## src/shared/svd_pkg.sv

```systemverilog
// Package: register map, field layout and constants of the supply-voltage detector bank
package svd_pkg;

    // Register indexes; byte address on the bus is four times the index
    localparam logic [14:0] IDX_ENABLE    = 15'h5100;
    localparam logic [14:0] IDX_THRESHOLD = 15'h5101;
    localparam logic [14:0] IDX_RESULT    = 15'h5102;
    localparam logic [14:0] IDX_MASK      = 15'h5103;
    localparam logic [14:0] IDX_FLAG      = 15'h5104;
    localparam int          ADR_LSB       = 2;
    localparam int          ADR_MSB       = 16;

    // Enable register fields
    localparam int KEY_MSB = 7;
    localparam int KEY_LSB = 4;
    localparam int MD_MSB  = 3;
    localparam int MD_LSB  = 1;
    localparam int EN_BIT  = 0;

    // Threshold configuration fields
    localparam int SEL_BIT = 7;
    localparam int SC_MSB  = 6;
    localparam int SC_LSB  = 5;
    localparam int TC_MSB  = 4;
    localparam int TC_LSB  = 0;

    // Single-bit registers sit in bit 0
    localparam int LOW_BIT = 0;

    // Reset values and codes
    localparam logic [3:0] RESET_KEY     = 4'ha;
    localparam logic [3:0] KEY_RST       = 4'h0;
    localparam logic [2:0] MD_CONT       = 3'h0;
    localparam logic [2:0] MD_RST        = 3'h0;
    localparam logic [1:0] SC_RST        = 2'h0;
    localparam logic [4:0] TC_RST        = 5'h00;
    localparam logic [4:0] TC_FIRST      = 5'h0e;
    localparam logic [4:0] TC_LAST       = 5'h1a;
    localparam logic       SEL_SUPPLY    = 1'b0;

    // Shortest intermittent interval as a power-of-two shift of detector clock cycles (128), interval counter width, low-count ceiling
    localparam int          BASE_SHIFT   = 7;
    localparam int          IVL_W        = 14;
    localparam logic [2:0]  LOWCNT_MAX   = 3'h7;

    // Detection modes
    typedef enum logic [2:0] {
        SVD_OFF   = 3'b001,
        SVD_CONT  = 3'b010,
        SVD_INTER = 3'b100
    } svd_mode_t;

endpackage : svd_pkg

```

## src/svd_regs.sv

```systemverilog
// Supply-voltage detector register bank with Wishbone slave and event logic
//
// Added by the designer: the Wishbone register port.
`timescale 1ns/1ps
`default_nettype none

module svd_regs (
    input  wire logic        clk_i,
    input  wire logic        rst_i,
    // Wishbone classic slave
    input  wire logic        cyc_i,
    input  wire logic        stb_i,
    input  wire logic        we_i,
    input  wire logic [16:0] adr_i,
    input  wire logic [3:0]  sel_i,
    input  wire logic [31:0] dat_i,
    output logic [31:0]      dat_o,
    output logic             ack_o,
    // Analog side
    input  wire logic        comparator_below_i,
    input  wire logic        detector_clock_tick_i,
    output logic             detector_enable_o,
    output logic             monitor_source_select_o,
    output logic [4:0]       threshold_code_o,
    // System side
    output logic             irq_o,
    output logic             chip_reset_o
);

    // All state of the block
    typedef struct packed {
        logic                            ack;
        logic [31:0]                     rdata;
        logic                            sync1;
        logic                            sync2;
        svd_pkg::svd_mode_t              mode;
        logic [3:0]                      reset_key;
        logic [2:0]                      interval;
        logic                            enable;
        logic                            source_sel;
        logic [1:0]                      low_sample_count;
        logic [4:0]                      threshold_code;
        logic                            result;
        logic                            irq_enable;
        logic                            irq_flag;
        logic [svd_pkg::IVL_W-1:0]       ivl_cnt;
        logic [2:0]                      low_cnt;
        logic                            chip_reset;
    } svd_state_t;

    svd_state_t s_q;
    svd_state_t s_d;

    logic [14:0]               reg_idx;
    logic                      req;
    logic                      wr_fire;
    logic                      lane0;
    logic [7:0]                wbyte;
    logic                      set_evt;
    logic                      sample_evt;
    logic [svd_pkg::IVL_W-1:0] ivl_last;
    logic [2:0]                low_next;
    logic [2:0]                low_need;

    // Address decode and write timing: a write lands on the edge where ack is seen
    assign reg_idx = adr_i[svd_pkg::ADR_MSB:svd_pkg::ADR_LSB];
    assign req     = cyc_i & stb_i;
    assign wr_fire = req & we_i & s_q.ack;
    assign lane0   = sel_i[0];
    assign wbyte   = dat_i[7:0];

    // Ticks arrive as one-cycle pulses; a lost tick only stretches the interval
    // Counter is sized for the longest interval, shorter codes end earlier
    // Interval end: 128 shifted by code minus one, counted in detector ticks
    assign ivl_last = (svd_pkg::IVL_W'(1) << (svd_pkg::BASE_SHIFT
                      + int'(s_q.interval) - 1)) - svd_pkg::IVL_W'(1);
    assign low_need = {1'b0, s_q.low_sample_count} + 3'h1;
    assign low_next = (s_q.low_cnt == svd_pkg::LOWCNT_MAX) ? s_q.low_cnt
                      : s_q.low_cnt + 3'h1;
    assign sample_evt = (s_q.mode == svd_pkg::SVD_INTER) & detector_clock_tick_i
                        & (s_q.ivl_cnt == ivl_last);

    // Next-state logic for the whole block
    always_comb begin
        s_d     = s_q;
        set_evt = 1'b0;

        // Two-flop synchroniser on the analog output
        s_d.sync1 = comparator_below_i;
        s_d.sync2 = s_q.sync1;

        // Bus handshake; ack drops the cycle after it was given
        s_d.ack = req & ~s_q.ack;
        if (req & ~s_q.ack) begin
            s_d.rdata = 32'h0000_0000;
            case (reg_idx)
                svd_pkg::IDX_ENABLE: begin
                    s_d.rdata[svd_pkg::KEY_MSB:svd_pkg::KEY_LSB] = s_q.reset_key;
                    s_d.rdata[svd_pkg::MD_MSB:svd_pkg::MD_LSB]   = s_q.interval;
                    s_d.rdata[svd_pkg::EN_BIT]                   = s_q.enable;
                end
                svd_pkg::IDX_THRESHOLD: begin
                    s_d.rdata[svd_pkg::SEL_BIT]                = s_q.source_sel;
                    s_d.rdata[svd_pkg::SC_MSB:svd_pkg::SC_LSB] = s_q.low_sample_count;
                    s_d.rdata[svd_pkg::TC_MSB:svd_pkg::TC_LSB] = s_q.threshold_code;
                end
                svd_pkg::IDX_RESULT: s_d.rdata[svd_pkg::LOW_BIT] = s_q.result;
                svd_pkg::IDX_MASK:   s_d.rdata[svd_pkg::LOW_BIT] = s_q.irq_enable;
                svd_pkg::IDX_FLAG:   s_d.rdata[svd_pkg::LOW_BIT] = s_q.irq_flag;
                default:             s_d.rdata = 32'h0000_0000;
            endcase
        end

        // Detection by mode
        case (s_q.mode)
            svd_pkg::SVD_OFF: begin
                s_d.ivl_cnt = '0;
                s_d.low_cnt = '0;
            end
            svd_pkg::SVD_CONT: begin
                s_d.result = s_q.sync2;
                if (s_q.sync2 & ~s_q.result) begin
                    set_evt = 1'b1;
                end
            end
            svd_pkg::SVD_INTER: begin
                if (detector_clock_tick_i) begin
                    s_d.ivl_cnt = sample_evt ? '0 : s_q.ivl_cnt + svd_pkg::IVL_W'(1);
                end
                if (sample_evt) begin
                    s_d.result = s_q.sync2;
                    if (s_q.sync2) begin
                        s_d.low_cnt = low_next;
                        if (low_next == low_need && s_q.low_cnt != low_need) begin
                            set_evt = 1'b1;
                        end
                    end else begin
                        s_d.low_cnt = '0;
                    end
                end
            end
            default: s_d.mode = svd_pkg::SVD_OFF;
        endcase

        // Stopping an intermittent run leaves a real result undefined; capturing the
        // synchronised bit gives software a defined value instead
        // Register writes, low byte lane only
        if (wr_fire & lane0) begin
            case (reg_idx)
                svd_pkg::IDX_ENABLE: begin
                    s_d.reset_key = wbyte[svd_pkg::KEY_MSB:svd_pkg::KEY_LSB];
                    s_d.interval  = wbyte[svd_pkg::MD_MSB:svd_pkg::MD_LSB];
                    s_d.enable    = wbyte[svd_pkg::EN_BIT];
                    if (s_q.enable & ~wbyte[svd_pkg::EN_BIT]) begin
                        s_d.result = s_q.sync2;
                    end
                end
                svd_pkg::IDX_THRESHOLD: begin
                    s_d.source_sel       = wbyte[svd_pkg::SEL_BIT];
                    s_d.low_sample_count = wbyte[svd_pkg::SC_MSB:svd_pkg::SC_LSB];
                    s_d.threshold_code   = wbyte[svd_pkg::TC_MSB:svd_pkg::TC_LSB];
                end
                svd_pkg::IDX_MASK: s_d.irq_enable = wbyte[svd_pkg::LOW_BIT];
                svd_pkg::IDX_FLAG: begin
                    if (wbyte[svd_pkg::LOW_BIT]) begin
                        s_d.irq_flag = 1'b0;
                    end
                end
                default: s_d.irq_enable = s_q.irq_enable;
            endcase
        end

        // Mode follows enable and interval; a restart clears the counters
        if (~s_d.enable) begin
            s_d.mode = svd_pkg::SVD_OFF;
        end else if (s_d.interval == svd_pkg::MD_CONT) begin
            s_d.mode = svd_pkg::SVD_CONT;
        end else begin
            s_d.mode = svd_pkg::SVD_INTER;
        end
        if (s_d.mode != s_q.mode) begin
            s_d.ivl_cnt = '0;
            s_d.low_cnt = '0;
        end

        // Set beats a same-cycle clear
        if (set_evt) begin
            s_d.irq_flag = 1'b1;
        end
        // With the key armed, every set event pulses the reset, even with the flag already high
        s_d.chip_reset = set_evt & (s_q.reset_key == svd_pkg::RESET_KEY);
    end

    // State register; reset clears the result bit and every other field except the mode, which loads SVD_OFF
    always_ff @(posedge clk_i) begin
        if (rst_i) begin
            s_q                  <= '0;
            s_q.mode             <= svd_pkg::SVD_OFF;
            s_q.reset_key        <= svd_pkg::KEY_RST;
            s_q.interval         <= svd_pkg::MD_RST;
            s_q.source_sel       <= svd_pkg::SEL_SUPPLY;
            s_q.low_sample_count <= svd_pkg::SC_RST;
            s_q.threshold_code   <= svd_pkg::TC_RST;
        end else begin
            s_q <= s_d;
        end
    end

    // Outputs
    assign dat_o                   = s_q.rdata;
    assign ack_o                   = s_q.ack;
    assign detector_enable_o       = s_q.enable;
    assign monitor_source_select_o = s_q.source_sel;
    assign threshold_code_o        = s_q.threshold_code;
    assign irq_o                   = s_q.irq_flag & s_q.irq_enable;
    assign chip_reset_o            = s_q.chip_reset;

    // Checks
    a_irq_gate: assert property (@(posedge clk_i) disable iff (rst_i)
        irq_o == (s_q.irq_flag & s_q.irq_enable))
        else $error("interrupt line does not follow flag and enable");

    a_flag_clear: assert property (@(posedge clk_i) disable iff (rst_i)
        (wr_fire & lane0 & reg_idx == svd_pkg::IDX_FLAG & dat_i[0] & ~set_evt)
        |=> ~s_q.irq_flag)
        else $error("write of one did not clear the flag");

    a_flag_zero: assert property (@(posedge clk_i) disable iff (rst_i)
        (s_q.irq_flag & ~(wr_fire & lane0 & reg_idx == svd_pkg::IDX_FLAG & dat_i[0]))
        |=> s_q.irq_flag)
        else $error("flag dropped without a clearing write");

    a_cont_set: assert property (@(posedge clk_i) disable iff (rst_i)
        (s_q.mode == svd_pkg::SVD_CONT & s_q.sync2 & ~s_q.result) |=> s_q.irq_flag)
        else $error("continuous low did not raise the flag");

    a_sync_path: assert property (@(posedge clk_i) disable iff (rst_i)
        (s_q.mode == svd_pkg::SVD_CONT && $past(s_q.mode) == svd_pkg::SVD_CONT)
        |-> s_q.result == $past(comparator_below_i, 3))
        else $error("result not fed through two synchroniser stages");

    a_hold_off: assert property (@(posedge clk_i) disable iff (rst_i)
        (s_q.mode == svd_pkg::SVD_OFF & ~s_d.enable) |=> $stable(s_q.result))
        else $error("result changed while detection was off");

    a_reset_key: assert property (@(posedge clk_i) disable iff (rst_i)
        $rose(s_q.irq_flag) |-> chip_reset_o == ($past(s_q.reset_key) == svd_pkg::RESET_KEY))
        else $error("chip reset does not follow the key on a flag set");

    a_inter_count: assert property (@(posedge clk_i) disable iff (rst_i)
        (sample_evt & ~s_q.sync2) |=> s_q.low_cnt == 3'h0)
        else $error("normal sample did not restart the low count");

    a_mode_sel: assert property (@(posedge clk_i) disable iff (rst_i)
        (s_q.enable & s_q.interval == svd_pkg::MD_CONT) |-> s_q.mode == svd_pkg::SVD_CONT)
        else $error("continuous interval did not select continuous mode");

    a_ack_pulse: assert property (@(posedge clk_i) disable iff (rst_i)
        ack_o |=> ~ack_o)
        else $error("ack held for more than one cycle");

    a_ack_req: assert property (@(posedge clk_i) disable iff (rst_i)
        ack_o |-> $past(cyc_i & stb_i))
        else $error("ack given without a request");

    // Register writes land on the edge where ack is seen
    a_select_write: assert property (@(posedge clk_i) disable iff (rst_i)
        (wr_fire & lane0 & reg_idx == svd_pkg::IDX_THRESHOLD)
        |=> monitor_source_select_o == $past(dat_i[svd_pkg::SEL_BIT]))
        else $error("source select did not take the written bit");

    a_code_write: assert property (@(posedge clk_i) disable iff (rst_i)
        (wr_fire & lane0 & reg_idx == svd_pkg::IDX_THRESHOLD)
        |=> threshold_code_o == $past(dat_i[svd_pkg::TC_MSB:svd_pkg::TC_LSB]))
        else $error("threshold code did not take the written field");

    a_mask_write: assert property (@(posedge clk_i) disable iff (rst_i)
        (wr_fire & lane0 & reg_idx == svd_pkg::IDX_MASK)
        |=> s_q.irq_enable == $past(dat_i[svd_pkg::LOW_BIT]))
        else $error("interrupt enable did not take the written bit");

    a_result_ro: assert property (@(posedge clk_i) disable iff (rst_i)
        (wr_fire & lane0 & reg_idx == svd_pkg::IDX_RESULT & s_q.mode == svd_pkg::SVD_OFF)
        |=> $stable(s_q.result))
        else $error("write reached the read-only result");

    a_upper_zero: assert property (@(posedge clk_i) disable iff (rst_i)
        ack_o |-> dat_o[31:8] == 24'h00_0000)
        else $error("unused read data bits not zero");

    // Result moves only on a sample, a continuous cycle or a stop
    a_inter_hold: assert property (@(posedge clk_i) disable iff (rst_i)
        (s_q.mode == svd_pkg::SVD_INTER & ~sample_evt & s_d.enable) |=> $stable(s_q.result))
        else $error("intermittent result moved between samples");

    a_inter_sample: assert property (@(posedge clk_i) disable iff (rst_i)
        sample_evt |=> s_q.result == $past(s_q.sync2))
        else $error("intermittent sample not loaded into the result");

    a_stop_capture: assert property (@(posedge clk_i) disable iff (rst_i)
        (s_q.enable & ~s_d.enable) |=> s_q.result == $past(s_q.sync2))
        else $error("stopping did not capture the final comparison");

    a_off_counters: assert property (@(posedge clk_i) disable iff (rst_i)
        (s_q.mode == svd_pkg::SVD_OFF) |-> (s_q.ivl_cnt == '0 && s_q.low_cnt == '0))
        else $error("counters not cleared while detection is stopped");

    a_inter_quiet: assert property (@(posedge clk_i) disable iff (rst_i)
        (s_q.mode == svd_pkg::SVD_INTER & ~sample_evt & ~s_q.irq_flag) |=> ~s_q.irq_flag)
        else $error("intermittent flag set away from a sample");

    a_first_low: assert property (@(posedge clk_i) disable iff (rst_i)
        (sample_evt & s_q.sync2 & s_q.low_cnt == '0 & s_q.low_sample_count == '0)
        |=> s_q.irq_flag)
        else $error("single low sample did not raise the flag");

    a_cont_quiet: assert property (@(posedge clk_i) disable iff (rst_i)
        (s_q.mode == svd_pkg::SVD_CONT & ~(s_q.sync2 & ~s_q.result) & ~s_q.irq_flag)
        |=> ~s_q.irq_flag)
        else $error("continuous flag set without a rising result");

    // Reset output is tied to the key as it stood before the set event
    a_reset_pulse: assert property (@(posedge clk_i) disable iff (rst_i)
        chip_reset_o |-> (s_q.irq_flag && $past(s_q.reset_key) == svd_pkg::RESET_KEY))
        else $error("chip reset pulse without an armed key and a set flag");

endmodule : svd_regs

`default_nettype wire

```

## config.mk

```make
export PLATFORM = sky130hd
export DESIGN_NAME = svd_regs
export DESIGN_NICKNAME = d
export VERILOG_FILES = /design/src/shared/svd_pkg.sv /design/src/svd_regs.sv
export SDC_FILE = /design/constraint.sdc
export NUM_CORES = 1
export LEC_CHECK = 0
export BUFFER_PORTS_ARGS = -buffer_cell sky130_fd_sc_hd__buf_4
export CORE_ASPECT_RATIO = 1.5
export CORE_MARGIN = 3
export CORE_UTILIZATION = 30
export CTS_BUF_LIST = sky130_fd_sc_hd__clkbuf_16
export DETAILED_ROUTE_END_ITERATION = 10
export PLACE_DENSITY = 0.54
export SYNTH_ARGS = -nofsm -noshare
export SYNTH_HDL_FRONTEND = slang
export SYNTH_SLANG_ARGS = --single-unit
```

## constraint.sdc

```tcl
create_clock -name clk_i -period 4.5 [get_ports clk_i]
set_input_delay 0.9 -clock clk_i [delete_from_list [all_inputs] [get_ports clk_i]]
set_output_delay 0.9 -clock clk_i [all_outputs]
set_load 0.005 [all_outputs]
```

==> results of run 1 <==
path summary, 6_finish.rpt:
kind	from	end	slack (ps)	cells after the start
worst min register to register	s_d[40]$_SDFF_PP0_	s_q[40]$_SDFF_PP0_	440	1
worst max-delay path	s_q[32]$_SDFF_PP0_	s_q[4]$_SDFFE_PP0P_	590	11
worst max register to register	s_q[32]$_SDFF_PP0_	s_q[4]$_SDFFE_PP0P_	590	11
worst min-delay path	s_d[40]$_SDFF_PP0_	s_q[40]$_SDFF_PP0_	440	1
cells in the final DEF, fill, tap and decap left out, types with 8 or more instances in the layout:
master,netlist,routed
conb_1,1,24
a21oi_1,24,24
a211oi_1,9,9
buf_4,38,55
nand3_1,22,22
ha_1,9,9
nand4_1,9,9
nor2b_1,8,8
nand2b_1,9,9
nor3_1,13,13
nand2_1,29,29
a31oi_1,8,8
dfxtp_1,51,51
and2_1,11,11
mux2i_1,22,22
nor2_1,55,55
inv_1,8,8
xor2_1,8,8
sequential cells by signal, summed over array words and instances (netlist names):
signal / flops
ack_o: 1
chip_reset_o: 1
dat_o: 8
detector_enable_o: 1
monitor_source_select_o: 1
s_d: 1
s_q: 33
threshold_code_o: 5
power by group:
part           switching [mW]  internal, mW
logic                  0.0274        0.0284
clock network           0.179         0.260
registers             0.00281         0.456
total                   0.209         0.744
area by class of cell:
| class | instances | area [µm²] |
|---|---|---|
| clock buffers | 5 | 125.1 |
| clock inverters | 3 | 38.79 |
| fillers | 1242 | 7533 |
| inverters | 8 | 30.03 |
| multi-input cells | 345 | 2182 |
| flip-flops and latches | 51 | 1021 |
| well taps | 150 | 187.7 |
| repair buffers | 55 | 412.9 |
cell families (layout without fill, tap and decap cells):
kind of cell | after synthesis | count (layout) | share of synthesized area, %
and+or+nand+nor | 189 | 189 | 28.63
AOI/OAI and AO/OA | 86 | 86 | 16.87
buffers and inverters | 72 | 71 | 12.07
DFF | 51 | 51 | 28.80
muxes | 23 | 23 | 6.848
xor gates and xnor gates | 13 | 13 | 3.212
adders and majority gates | 10 | 10 | 3.459
other | 1 | 24 | 0.1058
layer usage:
| layer | up-vias | GRT usage [%] | part of all wire [%] |
|---|---|---|---|
| met4 | 0 | 5.247 | 2.3 |
| li1 | 1567 | - | - |
| met3 | 17 | 2.009 | 4.2 |
| met1 | 1464 | 15.38 | 41 |
| met2 | 89 | 25.32 | 53 |
| met5 | - | 0 | 0 |
metrics by stage:
| stage | instances | total power, mW | cell area [µm²] | utilization (%) |
|---|---|---|---|---|
| after detailed placement | 609 | 0.5253 | 3834 | 33.25 |
| after CTS | 617 | 0.9630 | 3998 | 34.67 |
| after global placement | 609 | 0.5249 | 3834 | 33.25 |
| final | 617 | 0.9537 | 3998 | 34.67 |
| after global routing | 617 | 0.9802 | 3998 | 34.67 |
| after floorplan | 468 | 0.5117 | 3631 | - |
worst register-to-register path: stages (launching register included):
cell	delay, ps
dfxtp_1	350
inv_1	140
ha_1	530
nand4b_1	210
ha_1	340
nor4bb_1	210
o31a_1	350
a211oi_2	340
nor2_1	140
a31oi_2	830
a21oi_1	160
a211oi_1	230
==> flow_metrics.py, run 1 <==
metrics = {
    "sta": {
        "skew_ps": 9.893,
        "worst_pin_slew_ps": 1001,
        "fin_tns_setup_ps": 0,
        "fmax_ghz": 0.2559,
        "rsz0062_at_grt": "no",
        "drv_slew": 0,
        "fin_crit_ps": 3908,
        "finalSetupViolCount": 0,
        "hold_viol": 0,
        "period_share_pct": 86.84,
        "slew_headroom_pct": 32.76,
        "finalWorstSetupSlack_ps": 592.3,
        "hold_ws_ps": 438.9,
    },
    "yosys": {
        "ys_types": 63,
        "async_flop_share_pct": 0,
        "yosys-top-cells-area": "dfxtp_1, buf_4, mux2i_1",
        "yosysWarnings": 0,
        "synth-edff-count": 0,
        "post-synth-top-area-cell": "dfxtp_1",
        "synthCells": 445,
        "netlist_area_um2": 3545,
        "postSynthAreaPerCell_um2": 7.966,
        "synth_most_common_cell": "nor2_1",
        "ys_ff_latch": 51,
        "synth.top_cells.by_count": "nor2_1, dfxtp_1, buf_4",
        "yosysTopAreaCellShare_pct": 28.80,
        "ys_seq_area_share_pct": 28.80,
        "synth_ff_type": "dfxtp_1",
    },
    "route": {
        "wl_per_cell_um": 14.22,
        "first_pass_iters": 4,
        "routed_wl_um": 8773,
        "drc_errors": 0,
        "drt_iter0_drc": 108,
        "avgViaCountPerCell": 5.084,
        "drtAntennaViolNets": 0,
        "via_count": 3137,
    },
    "floorplanning": {
        "die_w_um": 94.75,
        "core_um2": 11530,
        "num_rows": 48,
        "dieArea_um2": 13180,
        "die_h_um": 139.1,
        "start_util_pct": 30.74,
        "pin_count": 102,
    },
    "setup_path": {
        "cpMostUsedCell": "ha_1",
        "arrival_ps": 4120,
        "crit_chain": "inv_1, ha_1, nand4b_1, ha_1, nor4bb_1, o31a_1, a211oi_2, nor2_1, a31oi_2, a21oi_1, a211oi_1",
        "slowest_stage": "a31oi_2",
        "cp.required_ps": 4710,
        "cp-end-kind": "flop",
        "critPathMaxFanout": 21,
        "critical_path_class": "flop to flop",
        "cpPeakStageDelay_ps": 830,
        "path_buf_inv": 1,
        "crit_family": "compound AO/OA/AOI/OAI gates",
        "worstSetupStartpointType": "flop",
    },
    "cts": {
        "htree_levels": 2,
        "root_buffer": "clkbuf_16",
        "hold_buffers": 0,
        "clock-sinks": 51,
        "clk_path_buf_depth": 2,
        "ctsResizeCount": 0,
        "cts_made_buffers": 5,
        "cts.reportedPaths.clkPinSlew_ps": 80,
        "cts_tree": "yes",
        "clk_latency_ps": 300,
        "cts_setup_buffers": 0,
    },
    "grt": {
        "grt_overflow_total": 0,
        "grt_pass1_wl_um": 14730,
        "track_usage_pct": 13.72,
        "first_global_vias": 3080,
        "grt_max_degree": 34,
        "antenna_found_initial": 0,
    },
    "power_and_ir_drop": {
        "vdd_drop_max_v": 0.0001475,
        "pwr_density_cell_nw_per_um2": 238.6,
        "cellLeakagePower_nw": 1.498,
    },
    "placement": {
        "dp_hpwl_um": 6705,
        "io_buffers": 48,
        "gp_congestion": 0.8715,
        "place_ws_ps": 569.3,
    },
    "worst_hold_path": {
        "min_path_type": "flop to flop",
    },
    "status": {
        "status": "complete, no violations",
    },
    "job": {
        "maxCapViolCount": 0,
    },
    "finish": {
        "area_growth_syn_to_layout_pct": 12.78,
        "nets": 535,
        "diodes": 0,
        "drive_gt1_share_pct": 16.49,
    },
}
Power figures use the tool's default switching activity.
==> run 2: changes to the inputs <==
--- a/config.mk
+++ b/config.mk
@@ -5,6 +5,7 @@
 export SDC_FILE = /design/constraint.sdc
 export NUM_CORES = 1
 export LEC_CHECK = 0
+export ABC_AREA = 1
 export BUFFER_PORTS_ARGS = -buffer_cell sky130_fd_sc_hd__buf_4
 export CORE_ASPECT_RATIO = 1.5
 export CORE_MARGIN = 3
==> flow_metrics.py, run 2 <==
metrics = {
    "sta": {
        "fin_tns_setup_ps": 0,
        "fin_crit_ps": 3123,
        "rsz0062_at_grt": "no",
        "finalWorstSetupSlack_ps": 1377,
        "hold_viol": 0,
        "hold_ws_ps": 408.7,
        "finalSetupViolCount": 0,
        "skew_ps": 6.501,
        "slew_headroom_pct": 27.42,
        "fmax_ghz": 0.3202,
        "period_share_pct": 69.40,
        "worst_pin_slew_ps": 1085,
        "drv_slew": 0,
    },
    "grt": {
        "first_global_vias": 3489,
        "antenna_found_initial": 0,
        "grt_max_degree": 25,
        "grt_pass1_wl_um": 16140,
        "grt_overflow_total": 0,
        "track_usage_pct": 14.15,
    },
    "setup_path": {
        "cp-endpoint": "s_q[3]$_SDFFE_PP0P_",
        "critical_path_class": "flop to flop",
        "arrival_ps": 3300,
        "regToRegEndpoint": "s_q[3]$_SDFFE_PP0P_",
        "r2r_slack_ps": 1380,
        "cp.required_ps": 4680,
        "cp-startpoint": "s_q[32]$_SDFF_PP0_",
        "critPathMaxFanout": 9,
        "cp-end-kind": "flop",
        "worstSetupStartpointType": "flop",
        "r2r-start": "s_q[32]$_SDFF_PP0_",
        "r2r.worst_path.cells": 20,
    },
    "cts": {
        "hold_buffers": 0,
        "cts_tree": "yes",
        "htree_levels": 2,
        "cts_setup_buffers": 0,
        "root_buffer": "clkbuf_16",
        "cts_made_buffers": 5,
        "ctsResizeCount": 0,
        "clock-sinks": 51,
        "clk_path_buf_depth": 2,
        "cts.reportedPaths.clkPinSlew_ps": 70,
        "clk_latency_ps": 300,
    },
    "floorplanning": {
        "core_um2": 12140,
        "dieArea_um2": 14040,
        "start_util_pct": 31.20,
        "die_h_um": 143.6,
        "pin_count": 102,
        "die_w_um": 97.74,
        "num_rows": 49,
    },
    "yosys": {
        "ys_seq_area_share_pct": 26.96,
        "postSynthAreaPerCell_um2": 6.430,
        "synth-edff-count": 0,
        "synth.top_cells.by_count": "nand2_1, inv_1, nor2_1",
        "ys_types": 37,
        "synth_most_common_cell": "nand2_1",
        "synth_top_family_by_area": "simple AND/OR/NAND/NOR gates",
        "synthCells": 589,
        "yosysTopAreaCellShare_pct": 26.96,
        "yosys.area_share.adder_pct": 2.973,
        "async_flop_share_pct": 0,
        "synth_ff_type": "dfxtp_1",
        "synth-compound-area-share_pct": 12.16,
        "ys_ff_latch": 51,
        "post-synth-top-area-cell": "dfxtp_1",
        "netlist_area_um2": 3787,
        "synth_xor_area_share_pct": 1.619,
        "yosys-top-cells-area": "dfxtp_1, nand2_1, inv_1",
        "synth-simple-area-share_pct": 37.50,
        "yosysWarnings": 0,
        "synth_mux_area_share_pct": 0,
    },
    "route": {
        "dr_wl_met3_um": 441,
        "drt-met1-wl_um": 3651,
        "drc_errors": 0,
        "avgViaCountPerCell": 4.693,
        "via_count": 3628,
        "drt_iter0_drc": 133,
        "wl_met2_um": 5269,
        "drtAntennaViolNets": 0,
        "first_pass_iters": 4,
        "wl_per_cell_um": 12.52,
        "routed_wl_um": 9678,
        "highest_layer": "met4",
    },
    "job": {
        "maxCapViolCount": 0,
    },
    "finish": {
        "drive_gt1_share_pct": 14.19,
        "largest_register_ffs": 33,
        "diodes": 0,
        "top_register": "s_q",
        "area_growth_syn_to_layout_pct": 11.20,
        "mostFrequentLayoutCells": "nand2_1, inv_1, nor2_1",
        "final_common_cell": "nand2_1",
        "nets": 688,
    },
    "placement": {
        "gp_congestion": 0.9010,
        "dp_hpwl_um": 7657,
        "io_buffers": 48,
        "place_ws_ps": 1390,
    },
    "status": {
        "status": "complete, no violations",
    },
    "power_and_ir_drop": {
        "intPower_uw": 688.1,
        "switching_share_pct": 23.58,
        "combPwrFrac_pct": 6.9,
        "pwr_density_cell_nw_per_um2": 213.8,
        "power_frac_clock_pct": 42.1,
        "seqPwrFrac_pct": 51.0,
        "cellLeakagePower_nw": 1.916,
        "vdd_drop_max_v": 0.0001369,
        "switchingPower_uw": 212.3,
    },
    "worst_hold_path": {
        "min_path_type": "flop to flop",
    },
}
## run 2: cell types whose count changed in the layout (fill, tap and decap cells not counted), sizes merged, moves of 9 or more
cell,before,now
nand2,29,148
a211oi,10,1
mux2i,22,0
nand3,22,45
and2,11,1
nand2b,9,0
inv,8,89
o21ai,7,26
nor2,55,92
## run 2: cells by family after synthesis
logic type / count (synthesis)
adder cells (fa/ha/maj): 9
other: 1
buffers and inverters: 139
AO/OA/AOI/OAI: 72
AND/OR/NAND/NOR: 310
flip-flops: 51
XOR/XNOR: 7
## run 2: per-layer routing
layer,global-route usage (%),vias up
li1,-,1862
met1,14.12,1651
met2,28.15,101
met3,2.574,14
met4,6.273,0
met5,0,-
## run 2: per-stage QoR
| stage | area (µm²) | util, % | cells | power, mW |
|---|---|---|---|---|
| after CTS | 4212 | 34.69 | 773 | 0.9141 |
| after floorplan | 3874 | - | 612 | 0.5194 |
| after global routing | 4212 | 34.69 | 773 | 0.9400 |
| after detailed placement | 4070 | 33.53 | 765 | 0.5317 |
| final | 4212 | 34.69 | 773 | 0.9004 |
| after global placement | 4070 | 33.53 | 765 | 0.5309 |
## run 2: worst min-delay path by stage
stage	from	endpoint	slack, ps	cells past startpoint
2_1_floorplan	s_d[40]$_SDFF_PP0_	s_q[40]$_SDFF_PP0_	390	2
3_3_place_gp	s_d[40]$_SDFF_PP0_	s_q[40]$_SDFF_PP0_	390	2
3_5_place_dp	s_d[40]$_SDFF_PP0_	s_q[40]$_SDFF_PP0_	400	2
4_1_cts	s_d[40]$_SDFF_PP0_	s_q[40]$_SDFF_PP0_	410	2
5_1_grt	s_d[40]$_SDFF_PP0_	s_q[40]$_SDFF_PP0_	440	2
6_report	s_d[40]$_SDFF_PP0_	s_q[40]$_SDFF_PP0_	410	2
## run 2: final cells by class
| type | instances | area (µm²) |
|---|---|---|
| tap | 153 | 191.4 |
| clock inverter | 3 | 16.27 |
| fill | 1337 | 7928 |
| timing repair buffer | 51 | 382.9 |
| clock buffer | 5 | 125.1 |
| inverter | 88 | 330.3 |
| multi-input combinational | 422 | 2145 |
| sequential | 51 | 1021 |
## run 2: power by group through the flow
stage          sequential [mW]  clock [mW]  combinational, mW
2_1_floorplan            0.469           0             0.0508
3_3_place_gp             0.470           0             0.0614
3_5_place_dp             0.470           0             0.0622
4_1_cts                  0.459       0.393             0.0623
5_1_grt                  0.460       0.410             0.0703
6_report                 0.459       0.379             0.0620
## run 2: critical path: stages (launching register included)
cell and delay (ps):
dfxtp_1 400, inv_1 140, ha_1 500, nand2_2 120, inv_2 130, nand2_2 80, ha_1 320, inv_1 60
nand2_1 40, nand2_1 90, nand2_1 60, nor2_1 110, nand2_1 50, nor2_1 80, nand2_1 90, nor2_1 120
nand3_2 180, nand2_1 180, nand2_1 60, o21ai_0 140, nor2_4 30
